--- src/logic/sysctl_pkg.sv ---
// Package: register map, reset values and field layout of the system control bank
package sysctl_pkg;
  localparam int unsigned ADDR_W = 32;
  localparam int unsigned N_EXT_IRQ = 4;
  localparam logic [31:0] MEMORY_MAP_SELECT_ADDR = 32'he01f_c040;
  localparam logic [31:0] PLL_CONTROL_ADDR = 32'he01f_c080;
  localparam logic [31:0] PLL_CONFIGURATION_ADDR = 32'he01f_c084;
  localparam logic [31:0] PLL_STATE_ADDR = 32'he01f_c088;
  localparam logic [31:0] PLL_COMMIT_SEQUENCE_ADDR = 32'he01f_c08c;
  localparam logic [31:0] POWER_MODE_CONTROL_ADDR = 32'he01f_c0c0;
  localparam logic [31:0] PERIPHERAL_POWER_GATE_ADDR = 32'he01f_c0c4;
  localparam logic [31:0] PERIPHERAL_BUS_DIVIDER_ADDR = 32'he01f_c100;
  localparam logic [31:0] EXT_IRQ_FLAGS_ADDR = 32'he01f_c140;
  localparam logic [31:0] EXT_IRQ_WAKE_ENABLE_ADDR = 32'he01f_c144;
  localparam logic [31:0] EXT_IRQ_LEVEL_OR_EDGE_ADDR = 32'he01f_c148;
  localparam logic [31:0] EXT_IRQ_SENSE_POLARITY_ADDR = 32'he01f_c14c;
  localparam logic [31:0] MISC_SYSTEM_CONTROL_ADDR = 32'he01f_c1a0;
  // Interrupt glue registers placed in a free hole of the map
  localparam logic [31:0] IRQ_STATUS_ADDR = 32'he01f_c150;
  localparam logic [31:0] IRQ_ENABLE_ADDR = 32'he01f_c154;
  localparam logic [31:0] IRQ_CLEAR_ADDR = 32'he01f_c158;
  // Implemented widths of the general registers
  localparam int unsigned PPG_W = 13;
  localparam logic [12:0] PERIPHERAL_POWER_GATE_RST = 13'h1fbe;
  localparam logic [31:0] WORD_ZERO = 32'h0000_0000;
  localparam logic [3:0] NIBBLE_ZERO = 4'h0;
  localparam int unsigned ISP_STRAP_BIT = 1;
  // Status bit layout: flags of the four inputs, then wakeup, then strap
  localparam int unsigned ST_WAKE_BIT = 4;
  localparam int unsigned ST_ISP_BIT = 5;
  localparam int unsigned ST_W = 6;
endpackage : sysctl_pkg

--- src/logic/system_control_regs_ext_irq.sv ---
// System control register bank with four external interrupt inputs
//
// Strobed register access is this design's own decision.
`timescale 1ns/1ns
`default_nettype none
// Overview of operation
// - Each external input selects low level, high level, falling or rising edge
// - Enabled input events raise a wakeup request out of idle or power-down
// - Low on alternate input 1 pin just after reset requests programming handler
// - Low reset input resets the whole bank; processor restarts at address zero
// - Every register sits on its own word-aligned address
// - Reset values cover implemented bits; reserved bits read zero here
// - Peripheral power gate is read/write and resets to 0x1FBE
// - Interrupt flag register reads back flags, a written one clears a flag, and it resets to zero
// - Wakeup, mode and polarity registers are read/write and reset to zero
module system_control_regs_ext_irq
  import sysctl_pkg::*;
#(
  parameter int unsigned N_IRQ = N_EXT_IRQ
) (
  // Clock and reset
  input wire logic clock,
  input wire logic rst_n,
  // Register port
  input wire logic [ADDR_W-1:0] addr,
  input wire logic [31:0] wdata,
  input wire logic wr,
  input wire logic rd,
  output logic [31:0] rdata,
  // External interrupt pins and strap
  input wire logic [N_IRQ-1:0] ext_irq_in,
  input wire logic isp_alt_pin,
  // Requests towards the core
  output logic [N_IRQ-1:0] ext_irq_req,
  output logic wakeup_req,
  output logic isp_request,
  output logic irq,
  // Control values for the rest of the chip
  output logic [31:0] memory_map_select,
  output logic [31:0] pll_control,
  output logic [31:0] pll_configuration,
  output logic [31:0] power_mode_control,
  output logic [PPG_W-1:0] peripheral_power_gate,
  output logic [31:0] peripheral_bus_divider,
  output logic [31:0] misc_system_control,
  output logic pll_commit_pulse
);

  // Register state
  logic [N_IRQ-1:0] flags_r;
  logic [N_IRQ-1:0] flags_nxt;
  logic [N_IRQ-1:0] wake_en_r;
  logic [N_IRQ-1:0] mode_r;
  logic [N_IRQ-1:0] polar_r;
  logic [N_IRQ-1:0] prev_r;
  logic [31:0] mmap_r;
  logic [31:0] pllc_r;
  logic [31:0] pllg_r;
  logic [31:0] power_mode_control_r;
  logic [31:0] div_r;
  logic [31:0] scs_r;
  logic [PPG_W-1:0] ppg_r;
  logic [ST_W-1:0] st_r;
  logic [ST_W-1:0] st_nxt;
  logic [ST_W-1:0] en_r;
  logic [31:0] rdata_r;
  logic isp_r;
  logic strap_done_r;
  logic feed_r;

  // Decoded strobes and derived terms
  logic [N_IRQ-1:0] hit;
  logic [N_IRQ-1:0] clr_flags;
  logic [ST_W-1:0] clr_status;
  logic [ST_W-1:0] ev;
  logic [31:0] rd_mux;
  logic wake;
  logic strap_hit;
  logic wr_mmap;
  logic wr_pllc;
  logic wr_pllg;
  logic wr_feed;
  logic wr_power_mode_control;
  logic wr_ppg;
  logic wr_div;
  logic wr_flags;
  logic wr_wake;
  logic wr_mode;
  logic wr_polar;
  logic wr_scs;
  logic wr_en;
  logic wr_clr;

  function automatic logic hitw(input logic [31:0] a, input logic [31:0] r);
    return wr && (a == r);
  endfunction : hitw

  // Pad a narrow field into a read word; reserved bits read zero
  function automatic logic [31:0] pad_irq(input logic [N_IRQ-1:0] v);
    return {{(32-N_IRQ){1'b0}}, v};
  endfunction : pad_irq

  // One strobe per writable register; only the exact word address matches
  assign wr_mmap = hitw(addr, MEMORY_MAP_SELECT_ADDR);
  assign wr_pllc = hitw(addr, PLL_CONTROL_ADDR);
  assign wr_pllg = hitw(addr, PLL_CONFIGURATION_ADDR);
  assign wr_feed = hitw(addr, PLL_COMMIT_SEQUENCE_ADDR);
  assign wr_power_mode_control = hitw(addr, POWER_MODE_CONTROL_ADDR);
  assign wr_ppg = hitw(addr, PERIPHERAL_POWER_GATE_ADDR);
  assign wr_div = hitw(addr, PERIPHERAL_BUS_DIVIDER_ADDR);
  assign wr_flags = hitw(addr, EXT_IRQ_FLAGS_ADDR);
  assign wr_wake = hitw(addr, EXT_IRQ_WAKE_ENABLE_ADDR);
  assign wr_mode = hitw(addr, EXT_IRQ_LEVEL_OR_EDGE_ADDR);
  assign wr_polar = hitw(addr, EXT_IRQ_SENSE_POLARITY_ADDR);
  assign wr_scs = hitw(addr, MISC_SYSTEM_CONTROL_ADDR);
  assign wr_en = hitw(addr, IRQ_ENABLE_ADDR);
  assign wr_clr = hitw(addr, IRQ_CLEAR_ADDR);
  // Status and enable are our own glue registers outside the documented map

  // Level: mode 0, polarity picks high/low; edge: mode 1, polarity picks rise
  genvar g;
  generate
    for (g = 0; g < N_IRQ; g++) begin : g_sense
      assign hit[g] = mode_r[g] ?
        (polar_r[g] ? (ext_irq_in[g] & ~prev_r[g])
                    : (~ext_irq_in[g] & prev_r[g]))
        : (polar_r[g] ? ext_irq_in[g] : ~ext_irq_in[g]);
    end
  endgenerate

  // Writing a one clears a flag; a new hit in the same cycle still wins
  assign clr_flags = wr_flags ? wdata[N_IRQ-1:0] : '0;
  assign flags_nxt = (flags_r & ~clr_flags) | hit;
  assign wake = |(hit & wake_en_r);
  // Strap is judged from the pin on the single capture edge only
  assign strap_hit = ~strap_done_r & ~isp_alt_pin;
  assign ev = {strap_hit, wake, hit};
  assign clr_status = wr_clr ? wdata[ST_W-1:0] : '0;
  assign st_nxt = (st_r & ~clr_status) | ev;

  always_ff @(posedge clock) begin
    if (!rst_n) begin
      flags_r <= '0;
    end else begin
      flags_r <= flags_nxt;
    end
  end

  // History starts high so a pin held high at release is no rising edge
  always_ff @(posedge clock) begin
    if (!rst_n) begin
      prev_r <= '1;
    end else begin
      prev_r <= ext_irq_in;
    end
  end

  always_ff @(posedge clock) begin
    if (!rst_n) begin
      wake_en_r <= '0;
    end else if (wr_wake) begin
      wake_en_r <= wdata[N_IRQ-1:0];
    end
  end

  always_ff @(posedge clock) begin
    if (!rst_n) begin
      mode_r <= '0;
    end else if (wr_mode) begin
      mode_r <= wdata[N_IRQ-1:0];
    end
  end

  always_ff @(posedge clock) begin
    if (!rst_n) begin
      polar_r <= '0;
    end else if (wr_polar) begin
      polar_r <= wdata[N_IRQ-1:0];
    end
  end

  always_ff @(posedge clock) begin
    if (!rst_n) begin
      mmap_r <= WORD_ZERO;
    end else if (wr_mmap) begin
      mmap_r <= wdata;
    end
  end

  always_ff @(posedge clock) begin
    if (!rst_n) begin
      pllc_r <= WORD_ZERO;
    end else if (wr_pllc) begin
      pllc_r <= wdata;
    end
  end

  always_ff @(posedge clock) begin
    if (!rst_n) begin
      pllg_r <= WORD_ZERO;
    end else if (wr_pllg) begin
      pllg_r <= wdata;
    end
  end

  always_ff @(posedge clock) begin
    if (!rst_n) begin
      power_mode_control_r <= WORD_ZERO;
    end else if (wr_power_mode_control) begin
      power_mode_control_r <= wdata;
    end
  end

  always_ff @(posedge clock) begin
    if (!rst_n) begin
      div_r <= WORD_ZERO;
    end else if (wr_div) begin
      div_r <= wdata;
    end
  end

  always_ff @(posedge clock) begin
    if (!rst_n) begin
      scs_r <= WORD_ZERO;
    end else if (wr_scs) begin
      scs_r <= wdata;
    end
  end

  always_ff @(posedge clock) begin
    if (!rst_n) begin
      ppg_r <= PERIPHERAL_POWER_GATE_RST;
    end else if (wr_ppg) begin
      ppg_r <= wdata[PPG_W-1:0];
    end
  end

  // Strap caught on the first clock after reset release, then frozen
  always_ff @(posedge clock) begin
    if (!rst_n) begin
      isp_r <= 1'b0;
      strap_done_r <= 1'b0;
    end else if (!strap_done_r) begin
      isp_r <= ~isp_alt_pin;
      strap_done_r <= 1'b1;
    end
  end

  always_ff @(posedge clock) begin
    if (!rst_n) begin
      st_r <= '0;
    end else begin
      st_r <= st_nxt;
    end
  end

  always_ff @(posedge clock) begin
    if (!rst_n) begin
      en_r <= '0;
    end else if (wr_en) begin
      en_r <= wdata[ST_W-1:0];
    end
  end

  // Commit write becomes a one-cycle pulse; the register itself reads zero
  always_ff @(posedge clock) begin
    if (!rst_n) begin
      feed_r <= 1'b0;
    end else begin
      feed_r <= wr_feed;
    end
  end

  always_ff @(posedge clock) begin
    if (!rst_n) begin
      rdata_r <= WORD_ZERO;
    end else begin
      rdata_r <= rd ? rd_mux : WORD_ZERO;
    end
  end

  // Word-aligned decode; reserved and unmapped reads return zero
  always_comb begin
    rd_mux = WORD_ZERO;
    unique case (addr)
      MEMORY_MAP_SELECT_ADDR: rd_mux = mmap_r;
      PLL_CONTROL_ADDR: rd_mux = pllc_r;
      PLL_CONFIGURATION_ADDR: rd_mux = pllg_r;
      PLL_STATE_ADDR: rd_mux = WORD_ZERO;
      POWER_MODE_CONTROL_ADDR: rd_mux = power_mode_control_r;
      PERIPHERAL_POWER_GATE_ADDR: rd_mux = {{(32-PPG_W){1'b0}}, ppg_r};
      PERIPHERAL_BUS_DIVIDER_ADDR: rd_mux = div_r;
      EXT_IRQ_FLAGS_ADDR: rd_mux = pad_irq(flags_r);
      EXT_IRQ_WAKE_ENABLE_ADDR: rd_mux = pad_irq(wake_en_r);
      EXT_IRQ_LEVEL_OR_EDGE_ADDR: rd_mux = pad_irq(mode_r);
      EXT_IRQ_SENSE_POLARITY_ADDR: rd_mux = pad_irq(polar_r);
      MISC_SYSTEM_CONTROL_ADDR: rd_mux = scs_r;
      IRQ_STATUS_ADDR: rd_mux = {{(32-ST_W){1'b0}}, st_r};
      IRQ_ENABLE_ADDR: rd_mux = {{(32-ST_W){1'b0}}, en_r};
      default: rd_mux = WORD_ZERO;
    endcase
  end

  assign rdata = rdata_r;
  assign ext_irq_req = flags_r;
  assign wakeup_req = |(flags_r & wake_en_r);
  assign isp_request = isp_r;
  assign irq = |(st_r & en_r);
  assign memory_map_select = mmap_r;
  assign pll_control = pllc_r;
  assign pll_configuration = pllg_r;
  assign power_mode_control = power_mode_control_r;
  assign peripheral_power_gate = ppg_r;
  assign peripheral_bus_divider = div_r;
  assign misc_system_control = scs_r;
  assign pll_commit_pulse = feed_r;

  // Assertions
  flag_sets_a: assert property (
    @(posedge clock) disable iff (!rst_n) hit[0] |=> flags_r[0])
    else $error("flag 0 not set on hit");
  flag_holds_a: assert property (
    @(posedge clock) disable iff (!rst_n)
    flags_r[1] && !clr_flags[1] |=> flags_r[1])
    else $error("flag 1 lost without clear");
  flag_clear_a: assert property (
    @(posedge clock) disable iff (!rst_n)
    wr_flags && wdata[0] && !hit[0] |=> !flags_r[0])
    else $error("flag 0 not cleared by write");
  level_low_a: assert property (
    @(posedge clock) disable iff (!rst_n)
    !mode_r[2] && !polar_r[2] && !ext_irq_in[2] |=> flags_r[2])
    else $error("low level not flagged");
  level_high_a: assert property (
    @(posedge clock) disable iff (!rst_n)
    !mode_r[1] && polar_r[1] && ext_irq_in[1] |-> hit[1])
    else $error("high level missed");
  rise_edge_a: assert property (
    @(posedge clock) disable iff (!rst_n)
    mode_r[3] && polar_r[3] && $rose(ext_irq_in[3]) |-> hit[3])
    else $error("rising edge missed");
  fall_edge_a: assert property (
    @(posedge clock) disable iff (!rst_n)
    mode_r[0] && !polar_r[0] && $fell(ext_irq_in[0]) |-> hit[0])
    else $error("falling edge missed");
  wake_req_a: assert property (
    @(posedge clock) disable iff (!rst_n)
    (|(hit & wake_en_r)) |=> wakeup_req)
    else $error("wakeup not raised");
  wake_gate_a: assert property (
    @(posedge clock) disable iff (!rst_n) wakeup_req |-> (|wake_en_r))
    else $error("wakeup without enable");
  ppg_reset_a: assert property (
    @(posedge clock)
    !rst_n |=> peripheral_power_gate == PERIPHERAL_POWER_GATE_RST)
    else $error("power gate reset wrong");
  ppg_write_a: assert property (
    @(posedge clock) disable iff (!rst_n)
    wr_ppg |=> ppg_r == $past(wdata[PPG_W-1:0]))
    else $error("power gate write lost");
  flags_reset_a: assert property (
    @(posedge clock)
    !rst_n |=> flags_r == '0 && wake_en_r == '0 && mode_r == '0)
    else $error("ext registers not zero after reset");
  polar_reset_a: assert property (
    @(posedge clock) !rst_n |=> polar_r == '0 && st_r == '0)
    else $error("polarity or status not zero after reset");
  mode_write_a: assert property (
    @(posedge clock) disable iff (!rst_n)
    wr_mode |=> mode_r == $past(wdata[N_IRQ-1:0]))
    else $error("mode write lost");
  rd_flags_a: assert property (
    @(posedge clock) disable iff (!rst_n)
    rd && addr == EXT_IRQ_FLAGS_ADDR |=> rdata == pad_irq($past(flags_r)))
    else $error("flag readback wrong");
  rdata_idle_a: assert property (
    @(posedge clock) disable iff (!rst_n) !rd |=> rdata == WORD_ZERO)
    else $error("read data not zero outside read");
  isp_strap_a: assert property (
    @(posedge clock) disable iff (!rst_n) strap_done_r |=> $stable(isp_r))
    else $error("strap changed after capture");
  strap_take_a: assert property (
    @(posedge clock) disable iff (!rst_n)
    !strap_done_r && !isp_alt_pin |=> isp_request)
    else $error("strap low not captured");
  strap_once_a: assert property (
    @(posedge clock) disable iff (!rst_n)
    strap_done_r |-> !ev[ST_ISP_BIT])
    else $error("strap event repeated");
  wake_status_a: assert property (
    @(posedge clock) disable iff (!rst_n)
    ev[ST_WAKE_BIT] |=> st_r[ST_WAKE_BIT])
    else $error("wakeup status not set");
  feed_pulse_a: assert property (
    @(posedge clock) disable iff (!rst_n) wr_feed |=> pll_commit_pulse)
    else $error("commit pulse missing");

  // Main scenarios
  c_edge_c: cover property (@(posedge clock) mode_r[0] && hit[0]);
  c_wake_c: cover property (@(posedge clock) wakeup_req);
  c_irq_c: cover property (@(posedge clock) irq);
  c_isp_c: cover property (@(posedge clock) isp_request);
  c_clear_c: cover property (@(posedge clock) wr_flags && (|hit));

endmodule : system_control_regs_ext_irq
`default_nettype wire

--- config.mk ---
export PLATFORM = sky130hd
export DESIGN_NAME = system_control_regs_ext_irq
export DESIGN_NICKNAME = d
export VERILOG_FILES = /design/src/logic/sysctl_pkg.sv /design/src/logic/system_control_regs_ext_irq.sv
export SDC_FILE = /design/constraint.sdc
export NUM_CORES = 1
export LEC_CHECK = 0
export ABC_CLOCK_PERIOD_IN_PS = 2310
export BUFFER_PORTS_ARGS = -buffer_cell sky130_fd_sc_hd__buf_2
export CORE_UTILIZATION = 47
export CTS_BUF_LIST = sky130_fd_sc_hd__clkbuf_4 sky130_fd_sc_hd__clkbuf_8 sky130_fd_sc_hd__clkbuf_16
export DETAILED_ROUTE_END_ITERATION = 7
export PLACE_DENSITY = 0.88
export SLEW_MARGIN = 20
export SYNTH_ARGS = -nofsm -noshare
export SYNTH_HDL_FRONTEND = slang
export SYNTH_SLANG_ARGS = --single-unit
--- constraint.sdc ---
create_clock -name clock -period 2.31 [get_ports clock]
set_input_delay 0.462 -clock clock [delete_from_list [all_inputs] [get_ports clock]]
set_output_delay 0.462 -clock clock [all_outputs]
set_load 0.02 [all_outputs]
After elaboration in Yosys (flattened, before gate mapping)
Index checks and enable logic that the tools add are counted.

Equal/unequal tests: 15. Muxes and demuxes: 16. Bitwise gates (word level): 28. Reductions and logical operators: 18.

Operators with widths (number): 32-bit == test, second input constant (15); 32-bit case mux with 13 select lines (1); 1-bit logical AND (14); 1-bit two-way mux (13); 4-bit bitwise AND (3); 6-bit bitwise AND (2); 1-bit inverter (10); 1-bit bitwise AND (9); 4-bit OR reduction (2); 6-bit two-way mux (1); 6-bit inverter (1); 6-bit bitwise OR (1); 6-bit OR reduction (1); 4-bit two-way mux (1); 4-bit inverter (1); 4-bit bitwise OR (1); 2-bit AND reduction (1).

Bits in registers: 272. Bits of input ports: 73. Output and inout port bits: 245. Word-level logic and storage cells: 95.

Depth between registers and ports, before layout
Gate-level depths: netlist of the first run.

Depth after elaboration: 7. Depth in mapped cells: 11. Mapped depth without buffers: 6.

Least setup slack after synthesis of the first run
OpenSTA, ideal clock, no wires.

Path type: in2reg. Start: input addr[25]. End: register scs_r[11], in the netlist misc_system_control[11]. Library setup time: 0.132 ns. Data arrival time: 2.234 ns. Data required time: 2.178 ns. Path slack: -0.056 ns. Stages on the path: 9. Path buffers: 3. Path through: nor4_4 > nand4_4 > or4_1 > buf_2 > or2_1 > buf_2 > buf_6 > nand2_1 > a21oi_1.

Cells in the longest elaborated chain, start to end: 2.

RTL lines: start: declaration (RTL line system_control_regs_ext_irq.sv:25) `input wire logic [ADDR_W-1:0] addr,`; 32-bit == test (RTL line system_control_regs_ext_irq.sv:95) `return wr && (a == r);`; 1-bit logical AND (RTL line system_control_regs_ext_irq.sv:95); end signal: assignment (RTL line system_control_regs_ext_irq.sv:226) `scs_r <= wdata;`; end: declaration (RTL line system_control_regs_ext_irq.sv:61) `logic [31:0] scs_r;`.

Every way passes these cells. A chain may end at the register's enable or synchronous reset.

Worst setup path in the final report of the first run
Start: input addr[26]. End: register rdata_r[5], in the netlist rdata[5].

Cells in the longest elaborated chain, start to end: 2. Elaborated cells between the ends (all ways): 14. Classes of those cells: 13 x eq/ne; 1 x mux.

RTL lines: 32-bit == test (RTL line system_control_regs_ext_irq.sv:285) `unique case (addr)`; 32-bit case mux with 13 select lines * (RTL line system_control_regs_ext_irq.sv:285); end signal: assignment (RTL line system_control_regs_ext_irq.sv:278) `rdata_r <= rd ? rd_mux : WORD_ZERO;`; end: declaration (RTL line system_control_regs_ext_irq.sv:66) `logic [31:0] rdata_r;`.

Mark *: on every way between the ends. The rest lies on a longest branch, timed or not.

==> tab_implementation.tex, run 1 <==
\begin{tabular}{lr}
\hline
Metric & Value \\
\hline
\multicolumn{2}{l}{\textbf{Status}} \\
Run status & finished, final reports clean \\
\multicolumn{2}{l}{\textbf{Die}} \\
Boundary Pins & roughly 320 \\
Die width & roughly 160 um \\
Full die area & roughly 24000 um2 \\
Row count & 55 \\
Initial Utilization & 48.3\% \\
Core box area & around 23000 um2 \\
Chip height & roughly 160 um \\
\multicolumn{2}{l}{\textbf{Critical path}} \\
Type of the worst setup path & in -> reg \\
Slowest stage cell on the critical path & nor4\_4 \\
Launching point of the worst reg2reg path & mode\_r[2] \\
Number of cells on the critical path & 10 \\
Critical path arrival & $\sim$2600 ps \\
End of the worst register-to-register path & st\_r[4] \\
End point of the critical path & rdata[5] \\
CP Buf/Inv Count & 4 \\
Setup slack on the worst flop-to-flop path & about 720 ps \\
Data required, critical path & 2750 ps \\
Family with the most delay on the worst path & simple AND/OR/NAND/NOR gates \\
Stage delay of the slowest cell on the critical path & between 300 and 400 ps \\
Setup crit end kind & register \\
CP most frequent cell & buf\_4 \\
Cells along the critical path & buf\_2, nor4\_4, nand4\_4, buf\_4, buf\_4, nor4\_4, a211o\_1, o311ai\_4, buf\_4, a31oi\_1 \\
Worst setup path startpoint & addr[26] \\
Critical path peak fanout & 10 \\
Worst r2r path cells & 6 \\
Startpoint Class & input pin \\
\multicolumn{2}{l}{\textbf{Clock network}} \\
H-tree level count & 1 \\
Clock insertion delay at the later pin of the skew report & $\sim$540 ps \\
Total of cells resized after clock tree synthesis & 0 \\
Root buf cell & clkbuf\_16 \\
Hold\_buf cts & 0 \\
Sink count of the clock tree & 272 \\
Setup fix buffers added after clock tree synthesis & 0 \\
CTS Buffer Depth & 3 \\
Clock tree from TritonCTS & done \\
Total CTS buffers & 28 \\
Clk pin slew, worst setup/hold paths & roughly 60 ps \\
\multicolumn{2}{l}{\textbf{Worst hold path}} \\
Class of the tightest hold or removal check & in -> reg \\
Hold path startpoint & ext\_irq\_in[2] \\
\multicolumn{2}{l}{\textbf{GRT}} \\
Total track usage & 34.0\% \\
Gr ovfl total & 0 \\
Global-route wire length before repair & about 64000 um \\
Vias in the first global route & 11600 \\
Largest net degree at the start of global routing & 82 \\
Initial antenna violation count & 0 \\
\multicolumn{2}{l}{\textbf{Logic synthesis}} \\
Fraction of registers with async set or reset after synthesis & 0\% \\
Net count of the mapped netlist & 1419 \\
Top post-synthesis cells by count & 456 x nand2\_1, 272 x dfxtp\_1, 215 x a21oi\_1 \\
Cell type contributing the most total cell area after synthesis & dfxtp\_1 \\
Top area cells in the synthesized netlist & dfxtp\_1 49\%, nand2\_1 16\%, a21oi\_1 9.8\% \\
Register area share after synthesis & about half \\
Mapped Cells & $\sim$1300 \\
Combined area of all synthesized cells & about 11000 um2 \\
Ys flop type & dfxtp\_1 \\
EDFF count, synth & 0 \\
Share of Yosys cell area claimed by the top area cell type & 49.4\% \\
Syn\_area\_per\_cell & between 8 and 9 um2 \\
Synth Register Bits & between 200 and 300 \\
Number of warnings issued by yosys & 0 \\
Most used standard cell by instance count after synthesis & nand2\_1 \\
Count of unique library cells instantiated by Yosys & 54 \\
\multicolumn{2}{l}{\textbf{Final layout}} \\
Synthesis-to-layout area growth & 33.5\% \\
Diode count & 0 \\
Multi-input logic area & 5070 um2 \\
Final design instance area without fill & approximately 15000 um2 \\
Final net count & 1783 \\
Reg area & between 5000 and 6000 um2 \\
Layout cell share with drive strength beyond 1 & a little under a third \\
Count of placed standard cells in the final layout, fillers left out & about 2000 \\
Share of the core filled with cells in the final layout & 64.6\% \\
\# fillers & between 1500 and 2000 \\
\multicolumn{2}{l}{\textbf{Pwr}} \\
Total power consumption of the routed design & a little under 0.01 W \\
Cell leakage power & 5.98 nW \\
Peak VDD IR & between 0.5 and 0.6 mV \\
Total power divided by cell area & between 600 and 700 nW/um2 \\
\multicolumn{2}{l}{\textbf{Timing}} \\
Highest Clock Rate & around 470 MHz \\
Worst-case clock skew & 7.46 ps \\
Max transition margin & approximately 61\% \\
Final worst path period share & between 90 and 100\% \\
Final WS setup & $\sim$160 ps \\
Minimum period implied by the final worst setup slack & 2150 ps \\
Unrepaired setup endpoints after global routing & no \\
Setup violations, final & 0 \\
Final hold violations & 0 \\
Number of pins exceeding their max-slew limit in the final report & 0 \\
Least-Margin Pin Slew & a little under 600 ps \\
\multicolumn{2}{l}{\textbf{Routing}} \\
Per-cell routed wire length & between 20 and 25 um \\
Number of nets with antenna violations after routing & 0 \\
Starting DRC count in detailed routing & roughly 1600 \\
Final Routed Wirelength & between 40000 and 50000 um \\
Via density per instance & approximately 6 \\
Drt drc & 0 \\
DRT Pass-1 Iters & 6 \\
Via Count & about 12000 \\
\multicolumn{2}{l}{\textbf{Place}} \\
Minimum setup slack after placement & -376 ps \\
Weighted congestion reported at the end of routability-driven placement & a little under 1 \\
Cell total after placement & roughly 2000 \\
Count of port buffers added during placement & 317 \\
DP Area & roughly 14000 um2 \\
Half-perimeter wire length after detailed placement & about 29000 um \\
\multicolumn{2}{l}{\textbf{Flow run}} \\
\# Max-Cap Violations & 0 \\
\hline
\end{tabular}
## final cells by class
class | count | area share [%]
timing repair buffer | 440 | 19.3
inverter | 6 | 0.187
sequential | 272 | 37.0
multi-input combinational | 962 | 34.5
tap | 313 | 2.66
clock inverter | 14 | 0.919
clock buffer | 37 | 5.43
## flip-flops by register name (all words and copies together) (netlist names)
name	cells
strap_done_r	1
peripheral_power_gate	13
en_r	6
memory_map_select	32
polar_r	4
pll_control	32
wake_en_r	4
pll_configuration	32
rdata	32
isp_request	1
st_r	6
mode_r	4
pll_commit_pulse	1
misc_system_control	32
ext_irq_req	4
power_mode_control	32
prev_r	4
peripheral_bus_divider	32
## per-stage QoR
stage / setup TNS [ps] / hold WS (ps)
after floorplan: -2940 / 447
after global placement: -36030 / 451
after detailed placement: -50350 / 457
after CTS: 0 / 123
after global routing: 0 / 148
final: 0 / 129
## power by group
group | internal, W | switching (W) | leakage (nW)
sequential | 0.00471 | 0.0000165 | 2.19
combinational | 0.000110 | 0.000228 | 3.32
clock | 0.00266 | 0.00189 | 0.464
total | 0.00747 | 0.00214 | 5.98
## cells in the final DEF, fill, tap and decap left out, types with 6 or more instances in the layout
cell type,Yosys,layout
a22oi_1,76,76
nand2_1,456,454
nor2b_1,6,6
a21oi_1,215,215
a31oi_1,35,35
buf_4,3,97
clkinv_2,0,7
nand3_1,17,16
nor3_1,6,6
mux2i_1,12,12
buf_12,0,26
buf_2,36,317
dfxtp_1,272,272
o21ai_0,12,12
a222oi_1,18,18
clkbuf_16,0,29
nor4_4,4,8
nor2_1,27,27
clkbuf_4,0,6
## metal layers
layer,track usage (%),part of all wire (%),vias up
met1,42.3,36,5648
li1,-,-,5414
met4,21.0,6.0,0
met2,54.3,45,1013
met5,0,0,-
met3,6.99,12,211
## worst min path at each step
stage,endpoint,slack (ps),depth (start not counted)
after floorplan,st_r[0],450,2
after global placement,peripheral_bus_divider[23],450,2
after detailed placement,pll_configuration[21],460,2
after CTS,prev_r[2],120,2
after global routing,prev_r[2],150,2
final,prev_r[2],130,2
## cell families after synthesis
kind of cell	count (synthesis)	synth area share [%]
AOI/OAI and AO/OA	379	20.9
buffers and inverters	112	5.22
DFF	272	49.4
muxes	14	1.30
and+or+nand+nor	569	23.1
Power figures use the tool's default switching activity.
==> run 2, diff against run 1 <==
--- a/config.mk
+++ b/config.mk
@@ -11,6 +11,7 @@
 export CTS_BUF_LIST = sky130_fd_sc_hd__clkbuf_4 sky130_fd_sc_hd__clkbuf_8 sky130_fd_sc_hd__clkbuf_16
 export DETAILED_ROUTE_END_ITERATION = 7
 export PLACE_DENSITY = 0.88
+export RECOVER_POWER = 100
 export SLEW_MARGIN = 20
 export SYNTH_ARGS = -nofsm -noshare
 export SYNTH_HDL_FRONTEND = slang
==> run 2 against run 1 <==
Critical endpoint unchanged. Wire length increased by 0.30%. Cell count unchanged. The flow now finishes with violations (DRC). Largest power group unchanged. Register-to-register slack improved by 20 ps.
==> tab_implementation.tex, run 2 (synthesis gave the netlist of run 1 again) <==
\begin{tabular}{lr}
\hline
Metric & Value \\
\hline
\multicolumn{2}{l}{\textbf{Status}} \\
Run status & complete, but fails checks \\
Failing checks & DRC \\
\multicolumn{2}{l}{\textbf{Die}} \\
Die width & $\sim$160 um \\
Core box area & $\sim$23000 um2 \\
Row count & between 50 and 60 \\
Full die area & 24000 um2 \\
Boundary Pins & around 320 \\
Initial Utilization & 48.3\% \\
Chip height & between 150 and 200 um \\
\multicolumn{2}{l}{\textbf{Final layout}} \\
Most common cell after layout, fill and taps aside & nand2\_1 \\
Final net count & between 1500 and 2000 \\
Diode count & 0 \\
Count of placed standard cells in the final layout, fillers left out & between 2000 and 2500 \\
Commonest non-fill, non-tap cells in the layout & 454 x nand2\_1, 272 x dfxtp\_1, 260 x clkbuf\_1 \\
Layout cell share with drive strength beyond 1 & about 15\% \\
Synthesis-to-layout area growth & 29.8\% \\
\multicolumn{2}{l}{\textbf{Clock network}} \\
Setup fix buffers added after clock tree synthesis & 0 \\
Root buf cell & clkbuf\_16 \\
Clk pin slew, worst setup/hold paths & approximately 60 ps \\
Hold\_buf cts & 0 \\
Clock insertion delay at the later pin of the skew report & between 500 and 600 ps \\
H-tree level count & 1 \\
Sink count of the clock tree & around 270 \\
Total CTS buffers & 28 \\
CTS Buffer Depth & 3 \\
Total of cells resized after clock tree synthesis & 0 \\
Clock tree from TritonCTS & done \\
\multicolumn{2}{l}{\textbf{Routing}} \\
Drt drc & 4 \\
Via Count & 12200 \\
Per-cell routed wire length & between 20 and 25 um \\
Number of nets with antenna violations after routing & 0 \\
DRT Pass-1 Iters & 8 \\
Starting DRC count in detailed routing & about 1600 \\
Via density per instance & about 6 \\
Final Routed Wirelength & between 40000 and 50000 um \\
\multicolumn{2}{l}{\textbf{Place}} \\
Minimum setup slack after placement & -376 ps \\
Half-perimeter wire length after detailed placement & 28900 um \\
Cell total after placement & 1993 \\
Weighted congestion reported at the end of routability-driven placement & slightly below 1 \\
Count of port buffers added during placement & between 300 and 400 \\
\multicolumn{2}{l}{\textbf{Timing}} \\
Final WS setup & around 75 ps \\
Minimum period implied by the final worst setup slack & about 2200 ps \\
Highest Clock Rate & between 400 and 500 MHz \\
Worst-case clock skew & about 6.3 ps \\
Number of pins exceeding their max-slew limit in the final report & 0 \\
Final worst path period share & between 90\% and 100\% \\
Setup violations, final & 0 \\
Final hold violations & 0 \\
Least-Margin Pin Slew & between 800 and 900 ps \\
Unrepaired setup endpoints after global routing & no \\
Final total negative setup slack & 0 ps \\
Max transition margin & a little over 40\% \\
\multicolumn{2}{l}{\textbf{Critical path}} \\
Critical path arrival & around 2600 ps \\
Critical path peak fanout & 10 \\
Type of the worst setup path & in -> reg \\
Setup crit end kind & register \\
Startpoint Class & input pin \\
Data required, critical path & around 2700 ps \\
\multicolumn{2}{l}{\textbf{Pwr}} \\
Cell leakage power & 4.86 nW \\
Peak VDD IR & about 0.58 mV \\
Total power divided by cell area & between 600 and 700 nW/um2 \\
\multicolumn{2}{l}{\textbf{GRT}} \\
Gr ovfl total & 0 \\
Initial antenna violation count & 0 \\
Largest net degree at the start of global routing & about 80 \\
Global-route wire length before repair & about 64000 um \\
Vias in the first global route & between 10000 and 15000 \\
Total track usage & between 30\% and 40\% \\
\multicolumn{2}{l}{\textbf{Worst hold path}} \\
Class of the tightest hold or removal check & in -> reg \\
\multicolumn{2}{l}{\textbf{Flow run}} \\
\# Max-Cap Violations & 0 \\
\hline
\end{tabular}
[run 2: area by class of cell]
cell class | count | area (um2)
sequential | 272 | 5450
inverter | 6 | 27.5
timing repair buffer | 440 | 2430
clock inverter | 14 | 135
tap | 313 | 392
clock buffer | 37 | 798
fill | 1975 | 8490
multi-input combinational | 962 | 5060
[run 2: power by group]
group / internal, W / switching (W) / total [W]
clock network: 0.00266 / 0.00189 / 0.00455
logic: 0.000107 / 0.000228 / 0.000335
registers: 0.00471 / 0.0000170 / 0.00472
total: 0.00747 / 0.00214 / 0.00961
[run 2: path summary, 6_finish.rpt]
| kind | cells after the start | slack, ps | end | startpoint |
|---|---|---|---|---|
| max | 10 | 80 | rdata[5] | addr[30] |
| min | 2 | 130 | prev_r[2] | ext_irq_in[2] |
| max reg2reg | 6 | 740 | st_r[4] | mode_r[2] |
| min reg2reg | 2 | 470 | peripheral_bus_divider[21] | peripheral_bus_divider[21] |
[run 2: per-layer routing]
layer | share of wire [%] | up-vias | GRT usage [%]
met5 | 0 | - | 0
li1 | - | 5421 | -
met2 | 45 | 994 | 54.3
met1 | 36 | 5595 | 42.3
met3 | 13 | 223 | 6.99
met4 | 6.2 | 0 | 21.0
[run 2: per-stage QoR]
step | hold WS [ps] | cell area, um2 | total power [W] | util (%)
CTS | 123 | 14700 | 0.00962 | 64.6
global route | 148 | 14300 | 0.00982 | 62.7
global placement | 451 | 13800 | 0.00515 | 60.5
detailed placement | 457 | 13800 | 0.00515 | 60.5
finish | 131 | 14300 | 0.00961 | 62.7
floorplan | 447 | 11000 | 0.00496 | -
[run 2: worst max-delay path, stage by stage]
cell	delay [ps]
buf_2	90
and4b_1	220
nand4_4	100
buf_4	190
clkbuf_1	230
nor4_4	90
a211o_1	320
o311ai_4	510
buf_4	310
a31oi_1	90
